`src/dsl_pkg.sv`:
```
`default_nettype none
package dsl_pkg;
  localparam int CLK_HZ = 25_000_000;
  localparam int FLASH_HALF_MS = 250;
  localparam int FLASH_HALF_CYC = CLK_HZ / 1000 * FLASH_HALF_MS;

  localparam int AW = 8;
  localparam int DW = 32;
  localparam logic [7:0] OFF_STATUS = 8'h00;
  localparam logic [7:0] OFF_MASK = 8'h04;
  localparam logic [7:0] OFF_CTRL = 8'h08;
  localparam logic [7:0] OFF_CONFIG = 8'h0C;
  localparam logic [7:0] OFF_LEDS = 8'h10;

  localparam int EV_W = 6;
  localparam int EV_RIO_ERR = 0;
  localparam int EV_CARRIER = 1;
  localparam int EV_SER_LINK = 2;
  localparam int EV_SER_INT = 3;
  localparam int EV_RIO_FAIL = 4;
  localparam int EV_SER_FAIL = 5;
  localparam logic [5:0] STATUS_RST = 6'h00;
  localparam logic [5:0] MASK_RST = 6'h00;

  localparam int CTRL_W = 2;
  localparam int CTRL_LAMP = 0;
  localparam int CTRL_SER_OFF = 1;
  localparam logic [1:0] CTRL_RST = 2'h0;

  localparam int SW_W = 8;
  localparam int DROP_SW_W = 5;
  localparam int SER_DTR_BOT = 0;
  localparam int SER_DTR_TOP = 1;
  localparam int SER_ADDR_LSB = 2;
  localparam int SER_ADDR_W = 4;
  localparam int SER_CONF = 6;

  localparam int ADDR_W = 6;
  localparam logic [5:0] DROP_ADDR_OFS = 6'h01;
  localparam logic [5:0] PORT_LO_OFS = 6'h01;
  localparam logic [5:0] PORT_HI_OFS = 6'h02;
  localparam logic [5:0] ADDR_RST = 6'h00;

  localparam int CFG_DROP_LSB = 0;
  localparam int CFG_PLO_LSB = 8;
  localparam int CFG_PHI_LSB = 16;
  localparam int CFG_DTR_BOT = 24;
  localparam int CFG_DTR_TOP = 25;
  localparam int CFG_CONF = 26;
  localparam int CFG_CAPT = 27;

  localparam int CODE_W = 3;
  localparam logic [2:0] CODE_PASS = 3'h0;
  localparam int FC_ACT = 0;
  localparam int FC_ERR = 1;
  localparam int FC_IF = 2;
  localparam int LED_W = 8;
  localparam int LED_RIO_RDY = 0;
  localparam int LED_RIO_ACT = 1;
  localparam int LED_RIO_FLT = 2;
  localparam int LED_RIO_IF = 3;
  localparam int LED_SER_RDY = 4;
  localparam int LED_SER_ACT = 5;
  localparam int LED_SER_LNK = 6;
  localparam int LED_SER_INT = 7;

  typedef enum logic [0:0] {
    DSL_CAP_WAIT = 1'b0,
    DSL_CAP_HELD = 1'b1
  } dsl_cap_st_t;
endpackage
`default_nettype wire

```
`src/dsl_cfg_if.sv`:
```
`timescale 1ns/1ps
`default_nettype none
interface dsl_cfg_if;
  logic [5:0] drop_addr;
  logic [5:0] port_lo;
  logic [5:0] port_hi;
  logic dtr_bottom;
  logic dtr_top;
  logic conf_test;
  logic captured;
  modport prod (output drop_addr, output port_lo, output port_hi, output dtr_bottom,
                output dtr_top, output conf_test, output captured);
  modport cons (input drop_addr, input port_lo, input port_hi, input dtr_bottom,
                input dtr_top, input conf_test, input captured);
endinterface
`default_nettype wire

```
`src/dsl_flash.sv`:
```
`timescale 1ns/1ps
`default_nettype none
module dsl_flash #(
  parameter int HALF_CYC = dsl_pkg::FLASH_HALF_CYC
) (
  input wire logic clk_sys,
  input wire logic rstn,
  output logic blink
);
  localparam int CW = (HALF_CYC > 1) ? $clog2(HALF_CYC) : 1;
  localparam logic [CW-1:0] LAST = CW'(HALF_CYC - 1);

  if (HALF_CYC < 1) begin : g_chk
    $error("dsl_flash: HALF_CYC must be at least 1");
  end

  logic [CW-1:0] cnt_q;
  logic [CW-1:0] cnt_d;
  logic blink_q;
  wire wrap = (cnt_q == LAST);

  assign cnt_d = wrap ? '0 : cnt_q + CW'(1);
  assign blink = blink_q;

  always_ff @(posedge clk_sys or negedge rstn) begin
    if (!rstn) begin
      cnt_q <= '0;
      blink_q <= 1'b0;
    end else begin
      cnt_q <= cnt_d;
      if (wrap) begin
        blink_q <= ~blink_q;
      end
    end
  end
endmodule // dsl_flash
`default_nettype wire

```
`src/dsl_sw_capture.sv`:
```
`timescale 1ns/1ps
`default_nettype none
module dsl_sw_capture (
  input wire logic clk_sys,
  input wire logic rstn,
  input wire logic [7:0] drop_sw,
  input wire logic [7:0] ser_sw,
  dsl_cfg_if.prod cfg
);
  dsl_pkg::dsl_cap_st_t st_q;
  logic [5:0] drop_q;
  logic [5:0] plo_q;
  logic [5:0] phi_q;
  logic dtr_bot_q;
  logic dtr_top_q;
  logic conf_q;

  wire [5:0] drop_bin = {1'b0, drop_sw[dsl_pkg::DROP_SW_W-1:0]};
  wire [5:0] pair_n2 = {1'b0, ser_sw[dsl_pkg::SER_ADDR_LSB +: dsl_pkg::SER_ADDR_W], 1'b0};
  wire [5:0] drop_d = drop_bin + dsl_pkg::DROP_ADDR_OFS;
  wire [5:0] plo_d = pair_n2 + dsl_pkg::PORT_LO_OFS;
  wire [5:0] phi_d = pair_n2 + dsl_pkg::PORT_HI_OFS;
  wire load = (st_q == dsl_pkg::DSL_CAP_WAIT);

  // capture once after reset release, then hold
  always_ff @(posedge clk_sys or negedge rstn) begin
    if (!rstn) begin
      st_q <= dsl_pkg::DSL_CAP_WAIT;
      drop_q <= dsl_pkg::ADDR_RST;
      plo_q <= dsl_pkg::ADDR_RST;
      phi_q <= dsl_pkg::ADDR_RST;
      dtr_bot_q <= 1'b0;
      dtr_top_q <= 1'b0;
      conf_q <= 1'b0;
    end else if (load) begin
      st_q <= dsl_pkg::DSL_CAP_HELD;
      drop_q <= drop_d;
      plo_q <= plo_d;
      phi_q <= phi_d;
      dtr_bot_q <= ser_sw[dsl_pkg::SER_DTR_BOT];
      dtr_top_q <= ser_sw[dsl_pkg::SER_DTR_TOP];
      conf_q <= ser_sw[dsl_pkg::SER_CONF];
    end
  end

  assign cfg.drop_addr = drop_q;
  assign cfg.port_lo = plo_q;
  assign cfg.port_hi = phi_q;
  assign cfg.dtr_bottom = dtr_bot_q;
  assign cfg.dtr_top = dtr_top_q;
  assign cfg.conf_test = conf_q;
  assign cfg.captured = (st_q == dsl_pkg::DSL_CAP_HELD);
endmodule // dsl_sw_capture
`default_nettype wire

```
`src/dsl_top.sv`:
```
`timescale 1ns/1ps
`default_nettype none
// Behaviour
// - drop address is switches 1-5 plus one
// - serial switch 1 sets bottom handshake
// - serial switch 2 sets top handshake
// - switches 3-6 give port pair 2n+1,2n+2
// - switch 7 runs confidence test, no comms
// - network ready lit after self test passes
// - network activity lit while data moves
// - network fault lit on link error
// - dual port missing carrier lights fault
// - serial ready lit after self test passes
// - serial activity lit while characters move
// - serial link fault on device error
// - serial internal fault on module error
// - self test failures shown as flash codes
module dsl_top #(
  parameter int FLASH_HALF_CYC = dsl_pkg::FLASH_HALF_CYC
) (
  input wire logic clk_sys,
  input wire logic rstn,
  input wire logic [7:0] drop_sw,
  input wire logic [7:0] ser_sw,
  input wire logic rio_test_done,
  input wire logic [2:0] rio_test_code,
  input wire logic rio_io_busy,
  input wire logic rio_comm_err,
  input wire logic dual_port,
  input wire logic [1:0] rio_carrier,
  input wire logic ser_test_done,
  input wire logic [2:0] ser_test_code,
  input wire logic ser_char_busy,
  input wire logic ser_link_err,
  input wire logic ser_int_err,
  input wire logic [7:0] reg_addr,
  input wire logic [31:0] reg_wdata,
  input wire logic reg_wr,
  input wire logic reg_rd,
  output logic [31:0] reg_rdata,
  output logic irq,
  output logic rio_ready_led,
  output logic rio_activity_indicator,
  output logic rio_link_fault_indicator,
  output logic rio_if_fault_led,
  output logic ser_ready_led,
  output logic ser_activity_indicator,
  output logic ser_link_fault_indicator,
  output logic ser_int_fault_led,
  output logic [5:0] drop_addr,
  output logic [5:0] port_lo_addr,
  output logic [5:0] port_hi_addr,
  output logic dtr_bottom,
  output logic dtr_top,
  output logic conf_test,
  output logic ser_comm_en
);
  if (FLASH_HALF_CYC < 1) begin : g_chk
    $error("dsl_top: FLASH_HALF_CYC must be at least 1");
  end
  // refuse package settings that the decode cannot serve
  if (dsl_pkg::EV_W > dsl_pkg::DW) begin : g_chk_ev
    $error("dsl_top: event field wider than the data word");
  end
  if (dsl_pkg::LED_SER_INT >= dsl_pkg::LED_W) begin : g_chk_led
    $error("dsl_top: indicator position outside the lamp word");
  end
  if (dsl_pkg::CFG_CAPT >= dsl_pkg::DW) begin : g_chk_cfg
    $error("dsl_top: config word does not fit the data word");
  end
  if (dsl_pkg::FC_IF >= dsl_pkg::CODE_W) begin : g_chk_code
    $error("dsl_top: flash code bit outside the test code");
  end
  if (dsl_pkg::SER_CONF >= dsl_pkg::SW_W) begin : g_chk_sw
    $error("dsl_top: switch field outside the bank");
  end
  if (dsl_pkg::EV_SER_FAIL >= dsl_pkg::EV_W) begin : g_chk_evid
    $error("dsl_top: event index outside the status word");
  end
  if (dsl_pkg::CTRL_SER_OFF >= dsl_pkg::CTRL_W) begin : g_chk_ctrl
    $error("dsl_top: control bit outside the control word");
  end
  if (dsl_pkg::CFG_PLO_LSB < dsl_pkg::CFG_DROP_LSB + dsl_pkg::ADDR_W) begin : g_chk_fld
    $error("dsl_top: config address fields overlap");
  end

  dsl_cfg_if cfg_bus ();
  logic blink;

  dsl_sw_capture u_cap (
    .clk_sys(clk_sys),
    .rstn(rstn),
    .drop_sw(drop_sw),
    .ser_sw(ser_sw),
    .cfg(cfg_bus.prod)
  );

  dsl_flash #(
    .HALF_CYC(FLASH_HALF_CYC)
  ) u_flash (
    .clk_sys(clk_sys),
    .rstn(rstn),
    .blink(blink)
  );

  // register state
  logic [5:0] status_q;
  logic [5:0] status_d;
  logic [5:0] mask_q;
  logic [1:0] ctrl_q;
  logic [5:0] ev_prev_q;
  logic [31:0] rdata_q;
  logic [31:0] rdata_d;
  logic irq_q;
  logic [7:0] led_q;
  logic [7:0] led_d;
  logic comm_en_q;

  // self test outcome
  wire rio_ok = rio_test_done & (rio_test_code == dsl_pkg::CODE_PASS);
  wire rio_fail = rio_test_done & (rio_test_code != dsl_pkg::CODE_PASS);
  wire ser_ok = ser_test_done & (ser_test_code == dsl_pkg::CODE_PASS);
  wire ser_fail = ser_test_done & (ser_test_code != dsl_pkg::CODE_PASS);

  // single port unit ignores both carriers
  wire carrier_loss = dual_port & ~(&rio_carrier);

  // network side indicators, flash code replaces normal display on failure
  wire rio_rdy_n = rio_ok;
  wire rio_act_n = rio_ok & rio_io_busy;
  wire rio_flt_n = rio_ok & (rio_comm_err | carrier_loss);
  wire rio_act_f = rio_fail & rio_test_code[dsl_pkg::FC_ACT] & blink;
  wire rio_flt_f = rio_fail & rio_test_code[dsl_pkg::FC_ERR] & blink;
  wire rio_if_f = rio_fail & rio_test_code[dsl_pkg::FC_IF] & blink;

  // serial side indicators
  wire ser_rdy_n = ser_ok;
  wire ser_act_n = ser_ok & ser_char_busy;
  wire ser_lnk_n = ser_ok & ser_link_err;
  wire ser_int_n = ser_ok & ser_int_err;
  wire ser_act_f = ser_fail & ser_test_code[dsl_pkg::FC_ACT] & blink;
  wire ser_lnk_f = ser_fail & ser_test_code[dsl_pkg::FC_ERR] & blink;
  wire ser_int_f = ser_fail & ser_test_code[dsl_pkg::FC_IF] & blink;

  always_comb begin
    led_d = 8'h00;
    led_d[dsl_pkg::LED_RIO_RDY] = rio_rdy_n;
    led_d[dsl_pkg::LED_RIO_ACT] = rio_act_n | rio_act_f;
    led_d[dsl_pkg::LED_RIO_FLT] = rio_flt_n | rio_flt_f;
    led_d[dsl_pkg::LED_RIO_IF] = rio_if_f;
    led_d[dsl_pkg::LED_SER_RDY] = ser_rdy_n;
    led_d[dsl_pkg::LED_SER_ACT] = ser_act_n | ser_act_f;
    led_d[dsl_pkg::LED_SER_LNK] = ser_lnk_n | ser_lnk_f;
    led_d[dsl_pkg::LED_SER_INT] = ser_int_n | ser_int_f;
  end

  // confidence test mode keeps the serial ports off line
  wire comm_en_d = cfg_bus.captured & ~cfg_bus.conf_test
                   & ~ctrl_q[dsl_pkg::CTRL_SER_OFF] & ser_ok;

  // events: rising edges of the fault conditions
  logic [5:0] ev_now;
  always_comb begin
    ev_now = 6'h00;
    ev_now[dsl_pkg::EV_RIO_ERR] = rio_comm_err;
    ev_now[dsl_pkg::EV_CARRIER] = carrier_loss;
    ev_now[dsl_pkg::EV_SER_LINK] = ser_link_err;
    ev_now[dsl_pkg::EV_SER_INT] = ser_int_err;
    ev_now[dsl_pkg::EV_RIO_FAIL] = rio_fail;
    ev_now[dsl_pkg::EV_SER_FAIL] = ser_fail;
  end
  wire [5:0] ev_rise = ev_now & ~ev_prev_q;

  // address decode
  wire sel_status = (reg_addr == dsl_pkg::OFF_STATUS);
  wire sel_mask = (reg_addr == dsl_pkg::OFF_MASK);
  wire sel_ctrl = (reg_addr == dsl_pkg::OFF_CTRL);
  wire sel_config = (reg_addr == dsl_pkg::OFF_CONFIG);
  wire sel_leds = (reg_addr == dsl_pkg::OFF_LEDS);
  wire wr_status = reg_wr & sel_status;
  wire wr_mask = reg_wr & sel_mask;
  wire wr_ctrl = reg_wr & sel_ctrl;
  wire [5:0] w1c = wr_status ? reg_wdata[dsl_pkg::EV_W-1:0] : 6'h00;

  // a new event beats a simultaneous clear
  assign status_d = (status_q & ~w1c) | ev_rise;

  logic [31:0] cfg_word;
  always_comb begin
    cfg_word = 32'h0000_0000;
    cfg_word[dsl_pkg::CFG_DROP_LSB +: dsl_pkg::ADDR_W] = cfg_bus.drop_addr;
    cfg_word[dsl_pkg::CFG_PLO_LSB +: dsl_pkg::ADDR_W] = cfg_bus.port_lo;
    cfg_word[dsl_pkg::CFG_PHI_LSB +: dsl_pkg::ADDR_W] = cfg_bus.port_hi;
    cfg_word[dsl_pkg::CFG_DTR_BOT] = cfg_bus.dtr_bottom;
    cfg_word[dsl_pkg::CFG_DTR_TOP] = cfg_bus.dtr_top;
    cfg_word[dsl_pkg::CFG_CONF] = cfg_bus.conf_test;
    cfg_word[dsl_pkg::CFG_CAPT] = cfg_bus.captured;
  end

  logic [31:0] rd_mux;
  always_comb begin
    rd_mux = 32'h0000_0000;
    if (sel_status) begin
      rd_mux[dsl_pkg::EV_W-1:0] = status_q;
    end else if (sel_mask) begin
      rd_mux[dsl_pkg::EV_W-1:0] = mask_q;
    end else if (sel_ctrl) begin
      rd_mux[dsl_pkg::CTRL_W-1:0] = ctrl_q;
    end else if (sel_config) begin
      rd_mux = cfg_word;
    end else if (sel_leds) begin
      rd_mux[dsl_pkg::LED_W-1:0] = led_q;
    end
  end
  // read data stand one cycle only
  assign rdata_d = reg_rd ? rd_mux : 32'h0000_0000;

  // one sticky flag and one edge detector per event source
  for (genvar e = 0; e < dsl_pkg::EV_W; e++) begin : g_ev
    always_ff @(posedge clk_sys or negedge rstn) begin
      if (!rstn) begin
        status_q[e] <= dsl_pkg::STATUS_RST[e];
        ev_prev_q[e] <= 1'b0;
      end else begin
        status_q[e] <= status_d[e];
        ev_prev_q[e] <= ev_now[e];
      end
    end
  end

  always_ff @(posedge clk_sys or negedge rstn) begin
    if (!rstn) begin
      mask_q <= dsl_pkg::MASK_RST;
    end else if (wr_mask) begin
      mask_q <= reg_wdata[dsl_pkg::EV_W-1:0];
    end
  end

  always_ff @(posedge clk_sys or negedge rstn) begin
    if (!rstn) begin
      ctrl_q <= dsl_pkg::CTRL_RST;
    end else if (wr_ctrl) begin
      ctrl_q <= reg_wdata[dsl_pkg::CTRL_W-1:0];
    end
  end

  // irq follows the next status value so it rises with the flag
  always_ff @(posedge clk_sys or negedge rstn) begin
    if (!rstn) begin
      irq_q <= 1'b0;
    end else begin
      irq_q <= |(status_d & mask_q);
    end
  end

  always_ff @(posedge clk_sys or negedge rstn) begin
    if (!rstn) begin
      rdata_q <= 32'h0000_0000;
    end else begin
      rdata_q <= rdata_d;
    end
  end

  always_ff @(posedge clk_sys or negedge rstn) begin
    if (!rstn) begin
      led_q <= 8'h00;
    end else begin
      led_q <= led_d;
    end
  end

  // serial ports stay off line until capture and a passed self test
  always_ff @(posedge clk_sys or negedge rstn) begin
    if (!rstn) begin
      comm_en_q <= 1'b0;
    end else begin
      comm_en_q <= comm_en_d;
    end
  end

  assign reg_rdata = rdata_q;
  assign irq = irq_q;
  assign rio_ready_led = led_q[dsl_pkg::LED_RIO_RDY];
  assign rio_activity_indicator = led_q[dsl_pkg::LED_RIO_ACT];
  assign rio_link_fault_indicator = led_q[dsl_pkg::LED_RIO_FLT];
  assign rio_if_fault_led = led_q[dsl_pkg::LED_RIO_IF];
  assign ser_ready_led = led_q[dsl_pkg::LED_SER_RDY];
  assign ser_activity_indicator = led_q[dsl_pkg::LED_SER_ACT];
  assign ser_link_fault_indicator = led_q[dsl_pkg::LED_SER_LNK];
  assign ser_int_fault_led = led_q[dsl_pkg::LED_SER_INT];
  assign drop_addr = cfg_bus.drop_addr;
  assign port_lo_addr = cfg_bus.port_lo;
  assign port_hi_addr = cfg_bus.port_hi;
  assign dtr_bottom = cfg_bus.dtr_bottom;
  assign dtr_top = cfg_bus.dtr_top;
  assign conf_test = cfg_bus.conf_test;
  assign ser_comm_en = comm_en_q;
endmodule // dsl_top
`default_nettype wire

```
`config.mk`:
```
export PLATFORM = sky130hd
export DESIGN_NAME = dsl_top
export DESIGN_NICKNAME = d
export VERILOG_FILES = /design/src/dsl_pkg.sv /design/src/dsl_cfg_if.sv /design/src/dsl_flash.sv /design/src/dsl_sw_capture.sv /design/src/dsl_top.sv
export SDC_FILE = /design/constraint.sdc
export NUM_CORES = 1
export LEC_CHECK = 0
export ABC_AREA = 1
export BUFFER_PORTS_ARGS = -buffer_cell sky130_fd_sc_hd__buf_4
export CAP_MARGIN = 30
export CORE_MARGIN = 2
export CORE_UTILIZATION = 50
export CTS_BUF_LIST = sky130_fd_sc_hd__clkbuf_8 sky130_fd_sc_hd__clkbuf_16
export DETAILED_ROUTE_END_ITERATION = 8
export HOLD_SLACK_MARGIN = 0.05
export PLACE_DENSITY_LB_ADDON = 0.3
export SYNTH_ARGS = -nofsm -noshare
export SYNTH_HDL_FRONTEND = slang
export SYNTH_SLANG_ARGS = --single-unit
export TNS_END_PERCENT = 20
```
`constraint.sdc`:
```
create_clock -name clk_sys -period 1.84 [get_ports clk_sys]
set_clock_uncertainty 0.2 [all_clocks]
set_input_delay 0.184 -clock clk_sys [delete_from_list [all_inputs] [get_ports clk_sys]]
set_output_delay 0.184 -clock clk_sys [all_outputs]
set_load 0.05 [all_outputs]
```
Word-level counts from Yosys, hierarchy flattened
Cells that the tools add are included.
{"block": "totals", "regBits": 108, "input_bits": 76, "word_cells": 99}
{"block": "op_classes", "addsub": 4, "n_eq_ne": 5, "mux": 12, "bitwise": 44, "reduce_logical": 7}
{"cell": "$mux 26", "count": 2}
{"cell": "$mux 32", "count": 1}
{"cell": "$mux 30", "count": 1}
{"cell": "$and 1x1->1", "count": 28}
{"cell": "$add 23x1->23 const B", "count": 1}
{"cell": "$eq 23x23->1 const B", "count": 1}
{"cell": "$mux 23", "count": 1}
{"cell": "$mux 20", "count": 1}
{"cell": "$and 6x6->6", "count": 3}
{"cell": "$mux 6", "count": 3}
{"cell": "$eq 8x4->1 const B", "count": 2}
{"cell": "$mux 8", "count": 2}
{"cell": "$add 5x1->6 const B", "count": 2}
{"cell": "$not 6->6", "count": 2}
{"cell": "$eq 8x3->1 const B", "count": 1}
{"cell": "$eq 8x5->1 const B", "count": 1}
{"cell": "$logic_not 8->1", "count": 1}
{"cell": "$add 5x2->6 const B", "count": 1}
{"cell": "$logic_not 3->1", "count": 2}
{"cell": "$or 1x1->1", "count": 6}
{"cell": "$or 6x6->6", "count": 1}
{"cell": "$reduce_bool 3->1", "count": 2}
{"cell": "$reduce_or 6->1", "count": 1}
{"cell": "$not 1->1", "count": 4}
{"cell": "2 further kinds", "count": 2}

Logic depth before layout (Yosys ltp)
Gate-level depths: netlist (run 1).
{"block": "logic_depth", "ltp_word": 8, "mapped_depth": 11, "depth_no_buf": 11}

By module
From an unflattened synthesis (run 1), not the netlist that was laid out.
{"block": "unflattened", "cells_unflattened": 559, "area_unflattened_um2": 4619.4}
{"module": "dsl_top", "instances": 1, "cells_per_inst": 267, "area_each_um2": 2381.0, "seq_area_each_um2": 1351.3}
{"module": "dsl_flash", "instances": 1, "cells_per_inst": 198, "area_each_um2": 1398.8, "seq_area_each_um2": 600.6}
{"module": "dsl_sw_capture", "instances": 1, "cells_per_inst": 94, "area_each_um2": 839.6, "seq_area_each_um2": 500.5}

Worst setup path before layout (run 1)
No wires, ideal clock.
{"block": "synth_timing", "path_type": "register to register", "startpoint": "register u_flash.cnt_q[0]", "endpoint": "register u_flash.cnt_q[22]", "setup_ps": 117, "arrival_time_ps": 1371, "required_ps": 1523, "slack_ps": 152, "path_stages_with_launch": 11, "n_path_buf": 0, "period_less_slack_ps": 1688, "path_cell_list": "dfrtp_1 > ha_1 > nand3_2 > inv_2 > nand3_2 > nor2_2 > inv_1 > nor2_2 > nand2_1 > nor2_1 > nor2_1"}
{"block": "synth_between", "elab_chain_cells": 2}
{"item": "from (decl)", "line_no": "dsl_flash.sv:17", "text": "logic [CW-1:0] cnt_q;"}
{"item": "from (signal assigned)", "line_no": "dsl_flash.sv:30", "text": "cnt_q <= cnt_d;"}
{"item": "$add 23x1->23 or $eq 23x23->1 (tied branches)", "line_no": "dsl_flash.sv:22, dsl_flash.sv:20"}
{"item": "$mux 23 (*)", "line_no": "dsl_flash.sv:22", "text": "assign cnt_d = wrap ? '0 : cnt_q + CW'(1);"}
{"item": "named net u_flash.cnt_d[22]", "line_no": "dsl_flash.sv:18", "text": "logic [CW-1:0] cnt_d;"}
The timed path passes the listed nets; every way through them passes the cells marked *.
A chain may end at the register's enable or synchronous reset.

Final worst setup path (run 1)
{"block": "layout_timing", "startpoint": "register u_flash.cnt_q[1]", "endpoint": "register u_flash.cnt_q[22]"}
Same word-level chain as after synthesis.

==> results of run 1 <==
==> worst register-to-register path, stage by stage (launching register included) <==
cell,delay [ns]
dfrtp_1,0.38
ha_2,0.22
nand3_4,0.10
inv_4,0.08
nand3_4,0.07
nor2_4,0.17
inv_2,0.07
nor2_4,0.14
nand2_2,0.08
nand2_1,0.09
nand2_1,0.05
nor2_1,0.07
==> power by group through the flow <==
stage / clock [mW] / sequential (mW) / combinational, mW
after floorplan: 0 / 2.41 / 0.193
after global placement: 0 / 2.26 / 0.586
after detailed placement: 0 / 2.26 / 0.598
after CTS: 1.54 / 2.22 / 0.664
after global routing: 1.64 / 2.23 / 0.715
final: 1.52 / 2.22 / 0.666
==> cell families (layout without fill, tap and decap cells) <==
logic type / Yosys count / count (layout) / share of synthesized area, %
AOI/OAI and AO/OA: 52 / 52 / 6.270
xor gates and xnor gates: 12 / 12 / 2.362
adders and majority gates: 3 / 3 / 0.8435
buffers and inverters: 93 / 253 / 8.912
DFF: 96 / 96 / 53.98
other: 2 / 13 / 0.1687
and+or+nand+nor: 266 / 266 / 27.47
==> layout make-up <==
| cell class | instances | share of cell area [%] |
|---|---|---|
| clock buffers | 10 | 2.235 |
| clock inverters | 6 | 1.362 |
| inverters | 74 | 4.552 |
| multi-input cells | 346 | 28.43 |
| flip-flops and latches | 96 | 39.04 |
| well taps | 108 | 2.195 |
| repair buffers | 163 | 22.19 |
==> per-layer routing <==
| metal | vias to the layer above | wire [um] |
|---|---|---|
| met3 | 29 | 890 |
| met2 | 193 | 5998 |
| met4 | 0 | 325 |
| met5 | - | 0 |
| met1 | 1974 | 4889 |
| li1 | 1962 | - |
==> cells in the mapped netlist (all sizes together) <==
cell type / number / area (sq um)
ha: 3 / 37.54
and3: 1 / 6.260
or2: 2 / 12.51
nand3: 29 / 155.2
nand4: 4 / 25.02
a32o: 1 / 10.01
xnor2: 3 / 26.28
nor3b: 1 / 12.51
inv: 73 / 274.0
o22ai: 3 / 18.77
nor4b: 1 / 8.760
nor4: 11 / 111.4
a21boi: 1 / 7.510
clkbuf: 3 / 11.26
buf: 16 / 107.6
nor2: 50 / 205.2
nand3b: 1 / 7.510
o2111ai: 1 / 8.760
a31oi: 1 / 6.260
o21bai: 1 / 7.510
conb: 2 / 7.510
o21ai: 28 / 140.1
dfrtp: 96 / 2402
nor2b: 1 / 6.260
xor2: 9 / 78.83
nand2: 149 / 576.8
nor3: 16 / 95.09
clkinv: 1 / 3.750
a21oi: 16 / 80.08
==> sequential cells by signal (all words and copies together), names as in the netlist, 5 cells and up <==
register and count:
u_flash.cnt_q 23, status_q 6, reg_rdata 22, u_cap.cfg.drop_addr 6, led_q 8, u_cap.cfg.port_lo 5, ev_prev_q 6, u_cap.cfg.port_hi 5
mask_q 6
==> worst paths after layout <==
kind	end	cells past startpoint
setup / recovery	u_flash.cnt_q[22]	11
hold / removal	ctrl_q[0]	4
setup reg to reg	u_flash.cnt_q[22]	11
hold reg to reg	ser_comm_en	1
max in group asynchronous	u_cap.cfg.drop_addr[4]	3
min in group asynchronous	u_cap.cfg.dtr_top	2
==> stage by stage <==
step           utilization (%)  hold slack (ns)  cell area, sq um  cells
6_report                 70.95          0.06794              6157    803
5_1_grt                  70.95          0.09326              6157    803
4_1_cts                  69.98          0.05476              6073    800
3_5_place_dp             62.01         -0.01994              5381    737
3_3_place_gp             62.01         -0.02962              5381    737
2_1_floorplan                -          -0.3116              4492    535
==> what timing repair did <==
action,in CTS,in global routing
setup endpoints to repair,0,19
hold buffers,47,0
endpoints found under the hold margin,163,0
buffers inserted,0,3
gates resized for setup,0,19
==> impl_results.md, run 1 <==
* Run status: finished, final reports clean
* Synth Warn # at 0
* Vias in the first global route at 4211
* DRT antenna net count at 0
* Total area of sequential cells at 2404 sq um
* RSZ-0062 raised after global routing: true
* Area Overhead vs Synth at 38.35%
* Post-Route WL at 12100 um
* Reg clk slew, reported paths at 0.09 ns
* Die Span X at 98.35 um
* Drt wl/cell at 15.07 um
* Number of antenna repair diodes at 0
* Worst endpoint required time at 1.93 ns
* Cts bufs inserted at 9
* Post-synthesis sequential area ratio at 53.98%
* Fillers at 634
* Drc violations at 0
* Final net count at 769
* Delay-heaviest family, CP: simple AND/OR/NAND/NOR gates
* Final critical-path share of the clock period at 97.95%
* Final count of hold timing violations at 0
* P_leak at 3.159 nW
* Final worst slack at 0.03774 ns
* Most used routing layer in global routing: met2
* I/O pin cnt at 139
* Crit start category: flop
* Worst Path Arrival at 1.89 ns
* Die height at 98.35 um
* Sw frac at 27.34%
* Min cycle time layout at 1.802 ns
* Root Driver: clkbuf_8
* GRT Total Usage at 26.40%
* 1st-iter DRT viols at 215
* CTS tree: done
* Worst-skew pair later-pin latency at 0.35 ns
* # H-tree levels at 3
* Drt pass-1 iters at 7
* CP Capture Type: flop
* Achievable frequency at 554.9 MHz
* Number of antenna violations at the first check in global routing at 0
* Cell Int Power at 3.203 mW
* Clock power frac at 34.5%
* TritonCTS Sinks at 96
* Effective utilization at floorplan at 51.28%
* Dpl hpwl at 8263 um
* Most common cell after layout, fill and taps aside: nand2_1
* Crit Path Max Fanout at 3
* Syn Std Cell Area at 4451 sq um
* Die footprint at 9672 sq um
* Sequential share of power at 50.4%
* Reg2Reg Setup Slack at 0.04 ns
* FP Rows at 34
* Final Setup Violations at 0
* Share of layout cells above drive strength 1 at 23.74%
* Setup_tns at 0 ns
* GP Congestion at 0.9304
* Largest net degree at the start of global routing at 36
* Combinational power share at 15.1%
* Pwr Total at 4.408 mW
* Hold Path Class: in2reg
* Switching power at 1.205 mW
* Combined area of the multi-input logic cells at 1750 sq um
* Peak VDD IR at 0.4586 mV
* Yosys cell types at 41
* Most frequent cells in the layout: nand2_1, buf_4, dfrtp_1, inv_1, dlygate4sd3_1
* Core area at 8678 sq um
* Grt met1 use at 33.92%
* Post-DR vias/cell at 5.178
* Crit-path slowest cell: dfrtp_1
* Global-route wire length before repair at 20310 um
* Met2 usage at 44.17%
* Crit path from: u_flash.cnt_q[1]
* Total global routing overflow at 0
* Buffers on Ports at 96
* Crit Path Category: reg2reg
* Yosys reg bits at 96
* Pwr dens at 715.9 nW/um^2
* Buf/Inv on CP at 2
* Synth Instances at 524
* Vias at 4158
* Max cap viols at 0
* Setup WS pre-CTS at -0.007630 ns
* Reg2reg start: u_flash.cnt_q[1]
* Max Buffers Root-to-Sink at 2
* Max incr delay on CP at 0.38 ns
* Critical-path cell list: ha_2, nand3_4, inv_4, nand3_4, nor2_4, inv_2, nor2_4, nand2_2, nand2_1, nand2_1, nor2_1
* Hold path start: reg_addr[2]
* Count of pins over their slew limit at 0
* Slew margin rel. at 55.26%
* Syn avg cell area at 8.493 sq um
* Met3 GRT Util at 5.512%
* Worst slew pin tran at 0.6650 ns
No activity file was read; power rests on OpenSTA's default activity.
==> inputs of run 2 (changes only) <==
--- a/config.mk
+++ b/config.mk
@@ -12,7 +12,6 @@
 export CORE_UTILIZATION = 50
 export CTS_BUF_LIST = sky130_fd_sc_hd__clkbuf_8 sky130_fd_sc_hd__clkbuf_16
 export DETAILED_ROUTE_END_ITERATION = 8
-export HOLD_SLACK_MARGIN = 0.05
 export PLACE_DENSITY_LB_ADDON = 0.3
 export SYNTH_ARGS = -nofsm -noshare
 export SYNTH_HDL_FRONTEND = slang
==> constraint.sdc (replaced) <==
create_clock -name clk_sys -period 2 [get_ports clk_sys]
set_clock_uncertainty 0.2 [all_clocks]
set_input_delay 0.2 -clock clk_sys [delete_from_list [all_inputs] [get_ports clk_sys]]
set_output_delay 0.2 -clock clk_sys [all_outputs]
set_load 0.05 [all_outputs]
==> run 2 against run 1 <==
- total power is 10% lower
- routed wire length decreased by 3.9%
- global-route usage shrank 1.5 points
- critical path type is now in2reg
- critical endpoint is now led_q[5]
- largest power group unchanged
==> impl_results.md, run 2 (synthesis gave the netlist of run 1 again) <==
* Hold Path Class: in2reg
* Peak VDD IR at 0.5044 mV
* Final core utilization at 68.81%
* Finished Layout Cells at 789
* Final Cell Area at 5972 sq um
* Crit start category: primary input
* Max reg flops at 23
* # H-tree levels at 3
* Max cap viols at 0
* Most common cell after layout, fill and taps aside: nand2_1
* Drt wl/cell at 14.75 um
* Reg2reg start: u_flash.cnt_q[1]
* Drt pass-1 iters at 5
* Min cycle time layout at 1.882 ns
* Effective utilization at floorplan at 51.28%
* Most frequent cells in the layout: nand2_1, buf_4, dfrtp_1, inv_1, nor2_1
* Die footprint at 9672 sq um
* Pwr dens at 664.5 nW/um^2
* CTS tree: done
* Number of antenna repair diodes at 0
* Worst-skew pair later-pin latency at 0.36 ns
* Final count of hold timing violations at 0
* Crit Path Max Fanout at 4
* FP Rows at 34
* I/O pin cnt at 139
* Dpl hpwl at 8090 um
* Number of antenna violations at the first check in global routing at 0
* Count of pins over their slew limit at 0
* Cts bufs inserted at 9
* Buffers on Ports at 96
* Vias in the first global route at 4094
* Crit path from: ser_test_code[2]
* Setup WS pre-CTS at 0.1095 ns
* Global-route wire length before repair at 19230 um
* Reg2Reg Depth at 7
* Die Span X at 98.35 um
* Max incr delay on CP at 0.54 ns
* Largest net degree at the start of global routing at 47
* Crit-path slowest cell: dlygate4sd3_1
* Worst endpoint required time at 2.11 ns
* Worst Path Arrival at 1.99 ns
* Reg clk slew, reported paths at 0.10 ns
* Post-DR vias/cell at 5.096
* Largest Register: u_flash.cnt_q
* Max Buffers Root-to-Sink at 2
* Run status: finished, final reports clean
* TritonCTS Sinks at 96
* Reg2Reg Setup Slack at 0.16 ns
* Achievable frequency at 531.3 MHz
* Worst slew pin tran at 0.7538 ns
* RSZ-0062 raised after global routing: false
* Slew margin rel. at 49.29%
* Pwr Total at 3.968 mW
* Die height at 98.35 um
* Critical Path Most Common Cell: dlygate4sd3_1
* Vias at 4021
* Placement Cell Area at 5339 sq um
* Final worst slack at 0.1180 ns
* Final critical-path share of the clock period at 94.10%
* Critical Path Sink: led_q[5]
* Area Overhead vs Synth at 34.19%
* Drc violations at 0
* P_leak at 3.088 nW
* Reg2reg end: u_flash.cnt_q[18]
* Critical-path cell list: dlygate4sd3_1, buf_4, nor3_2, nand2_2, inv_1, a32o_1, dlygate4sd3_1
* Total global routing overflow at 0
* Final net count at 756
* GRT Total Usage at 24.92%
* Post-Route WL at 11640 um
* Placed Cells at 733
* Hold WS at 0.02341 ns
* Core area at 8678 sq um
* Share of layout cells above drive strength 1 at 22.17%
* Root Driver: clkbuf_8
* GP Congestion at 0.8735
* Final Setup Violations at 0
* DRT antenna net count at 0
* CP Capture Type: flop
* 1st-iter DRT viols at 230
* Crit Path Category: in2reg
* Setup_tns at 0 ns
## run 2: cell count changes in the layout (fill, tap and decap cells not counted), moves of 2 or more
cell / before / now
nand3_2: 1 / 3
buf_4: 114 / 108
o21ai_0: 22 / 24
dlygate4sd3_1: 47 / 41
nand3_4: 2 / 0
## run 2: area by class of cell
| type | instances | area (sq um) |
|---|---|---|
| tap | 108 | 135.1 |
| sequential | 96 | 2402 |
| clock inverter | 4 | 53.80 |
| clock buffer | 11 | 151.4 |
| timing repair buffer | 150 | 1241 |
| inverter | 74 | 277.8 |
| fill | 685 | 2706 |
| multi-input combinational | 346 | 1710 |
## run 2: how the worst min path moves through the flow
stage	start	end	slack, ns	depth (start not counted)
6_report	reg_wr	status_q[5]	0.02	4
5_1_grt	reg_wr	mask_q[0]	0.04	3
3_5_place_dp	rstn	u_cap.cfg.dtr_top	-0.1	1
2_1_floorplan	rstn	ctrl_q[0]	-0.30	0
4_1_cts	reg_wr	status_q[4]	0.02	4
3_3_place_gp	rstn	reg_rdata[10]	-0.10	1
## run 2: report_power, final
group          switching (mW)  internal, mW  total (mW)
Clock                   0.677         0.642        1.32
Sequential             0.0458          2.00        2.04
Combinational           0.396         0.210       0.606
## run 2: what timing repair did
| action | 4_1_cts | 5_1_grt |
|---|---|---|
| endpoints found under the hold margin | 148 | 1 |
| setup buffers | 0 | 0 |
| hold buffers | 40 | 1 |
| resized for setup | 0 | 4 |
| setup endpoints to repair | 0 | 4 |
## run 2: worst max-delay path: cells and delay by family
family,cells,cell delay (ns)
AO/OA/AOI/OAI,1,0.12
buffers and inverters,4,1.32
AND/OR/NAND/NOR,2,0.35
## run 2: layer usage
layer	GRT usage (%)	up-vias	share of wire, %
li1	-	1935	-
met1	33.41	1906	43
met2	40.66	157	48
met3	4.868	23	6.3
met4	9.062	0	2.2
met5	0	-	0
==> inputs of run 3 (changes only) <==
--- a/config.mk
+++ b/config.mk
@@ -10,9 +10,9 @@
 export CAP_MARGIN = 30
 export CORE_MARGIN = 2
 export CORE_UTILIZATION = 50
-export CTS_BUF_LIST = sky130_fd_sc_hd__clkbuf_8 sky130_fd_sc_hd__clkbuf_16
 export DETAILED_ROUTE_END_ITERATION = 8
 export PLACE_DENSITY_LB_ADDON = 0.3
+export RECOVER_POWER = 50
 export SYNTH_ARGS = -nofsm -noshare
 export SYNTH_HDL_FRONTEND = slang
 export SYNTH_SLANG_ARGS = --single-unit
==> run 3 against run 2 <==
- global-route usage stayed put
- fmax is 0.28% lower
- combinational power is 2% lower
- routed wire length is 0.13% lower
- final cell count stayed put
- sequential share of layout area is 0.42 points higher
- core utilization is 0.71 points lower
- cell area is 1.0% lower
- via count hardly changed
- clock-buffer cell count stayed put
- total power is 0.33% lower
==> impl_results.md, run 3 (synthesis gave the netlist of run 1 again) <==
* Run status: finished, final reports clean
* Final Setup Violations at 0
* Worst-skew pair later-pin latency at 0.36 ns
* Min cycle time layout at 1.887 ns
* Final net count at 756
* I/O pin cnt at 139
* Cts bufs inserted at 9
* 1st-iter DRT viols at 203
* Post-Route WL at 11620 um
* Reg2reg start: u_flash.cnt_q[1]
* CP Capture Type: flop
* Largest Register: u_flash.cnt_q
* Final count of hold timing violations at 0
* Reg2reg end: u_flash.cnt_q[18]
* Most common cell after layout, fill and taps aside: nand2_1
* Drc violations at 0
* Count of pins over their slew limit at 0
* DRT antenna net count at 0
* Global-route wire length before repair at 19230 um
* Effective utilization at floorplan at 51.28%
* Root Driver: clkbuf_8
* # H-tree levels at 3
* Max cap viols at 0
* Crit path from: ser_test_code[2]
* Setup_tns at 0 ns
* Dpl hpwl at 8090 um
* Area Overhead vs Synth at 32.81%
* Fillers at 695
* Reg clk slew, reported paths at 0.09 ns
* Number of antenna repair diodes at 0
* GP Congestion at 0.8735
* FP Rows at 34
* Drt pass-1 iters at 4
* Peak VDD IR at 0.5070 mV
* Max Buffers Root-to-Sink at 2
* Reg2Reg Depth at 7
* Die footprint at 9672 sq um
* Die height at 98.35 um
* Die Span X at 98.35 um
* Pwr dens at 669.1 nW/um^2
* Vias in the first global route at 4094
* Total global routing overflow at 0
* Final critical-path share of the clock period at 94.37%
* Crit Path Max Fanout at 4
* Post-DR vias/cell at 5.100
* Placement Cell Area at 5339 sq um
* Number of antenna violations at the first check in global routing at 0
* RSZ-0062 raised after global routing: false
* Buffers on Ports at 96
* Worst Path Arrival at 2.00 ns
* Achievable frequency at 529.8 MHz
* Max incr delay on CP at 0.54 ns
* Vias at 4024
* Hold Path Class: in2reg
* P_leak at 3.048 nW
* Worst endpoint required time at 2.11 ns
* CTS tree: done
* Drt wl/cell at 14.73 um
* Post-CTS setup repair buffer count at 0
* Share of layout cells above drive strength 1 at 21.00%
* GRT Total Usage at 24.92%
* Core area at 8678 sq um
* Hold path start: reg_wr
* Crit Path Category: in2reg
* Final Cell Area at 5911 sq um
* Largest net degree at the start of global routing at 47
* Hold path cells at 4
* Slew margin rel. at 46.73%
* Final core utilization at 68.11%
* Hold EP: status_q[5]
* Max reg flops at 23
* Crit-path slowest cell: dlygate4sd3_1
* TritonCTS Sinks at 96
* Worst slew pin tran at 0.7991 ns
* Most frequent cells in the layout: nand2_1, buf_4, dfrtp_1, inv_1, nor2_1
* Critical Path Most Common Cell: dlygate4sd3_1
* Reg2Reg Setup Slack at 0.16 ns
* Critical-path cell list: dlygate4sd3_1, buf_4, nor3_2, nand2_2, inv_1, a32o_1, dlygate4sd3_1
* Crit start category: primary input
-- run 3: cell count changes in the layout (fill, tap and decap cells not counted), sizes merged --
cell    before  now
buf        109  100
clkbuf      11   20
-- run 3: worst max-delay path, delay by kind of cell --
kind            cells  cell delay [ns]
simple gates        2             0.35
compound gates      1             0.12
buf+inv             4             1.32
-- run 3: layer usage --
layer  up-vias  routed length, um  track usage (%)  share of wire, %
li1       1933                  -                -                 -
met1      1933               5086            33.41                44
met2       136               5592            40.66                48
met3        22                682            4.868               5.9
met4         0                259            9.062               2.2
met5         -                  0                0                 0
-- run 3: area by class of cell --
type / count / area [sq um] / area share, %
tap: 108 / 135.1 / 2.286
clock inverter: 4 / 53.80 / 0.9102
timing repair buffer: 150 / 1215 / 20.55
clock buffer: 11 / 151.4 / 2.561
sequential: 96 / 2402 / 40.64
inverter: 74 / 277.8 / 4.699
multi-input combinational: 346 / 1675 / 28.34
-- run 3: how the worst max path moves through the flow --
stage | endpoint | slack [ns] | cells after the start
6_report | led_q[5] | 0.11 | 7
4_1_cts | led_q[5] | 0.01 | 7
2_1_floorplan | u_flash.cnt_q[22] | 0.31 | 10
5_1_grt | u_flash.cnt_q[20] | 0.003 | 9
3_5_place_dp | u_flash.cnt_q[20] | 0.11 | 9
3_3_place_gp | u_flash.cnt_q[20] | 0.19 | 9
-- run 3: repair_timing --
| item | CTS | global route |
|---|---|---|
| resized for setup | 0 | 4 |
| hold buffers | 40 | 1 |
| hold endpoints to repair | 148 | 1 |
| endpoints found under the setup margin | 0 | 4 |
-- run 3: where the power goes --
group	switching, mW	internal (mW)	leakage [nW]	total (mW)
registers	0.0463	2.00	1.24	2.04
clock network	0.675	0.642	0.0976	1.32
logic	0.391	0.204	1.71	0.595
total	1.11	2.84	3.05	3.96
-- run 3: metrics by stage --
step	worst slack, ns	std cells	total power, mW	hold slack, ns
CTS	0.01456	788	3.967	0.01792
global route	0.003345	789	4.092	0.03077
global placement	0.1863	733	2.609	-0.1034
finish	0.1126	789	3.955	0.02010
floorplan	0.3121	535	2.393	-0.2956
detailed placement	0.1095	733	2.623	-0.09862
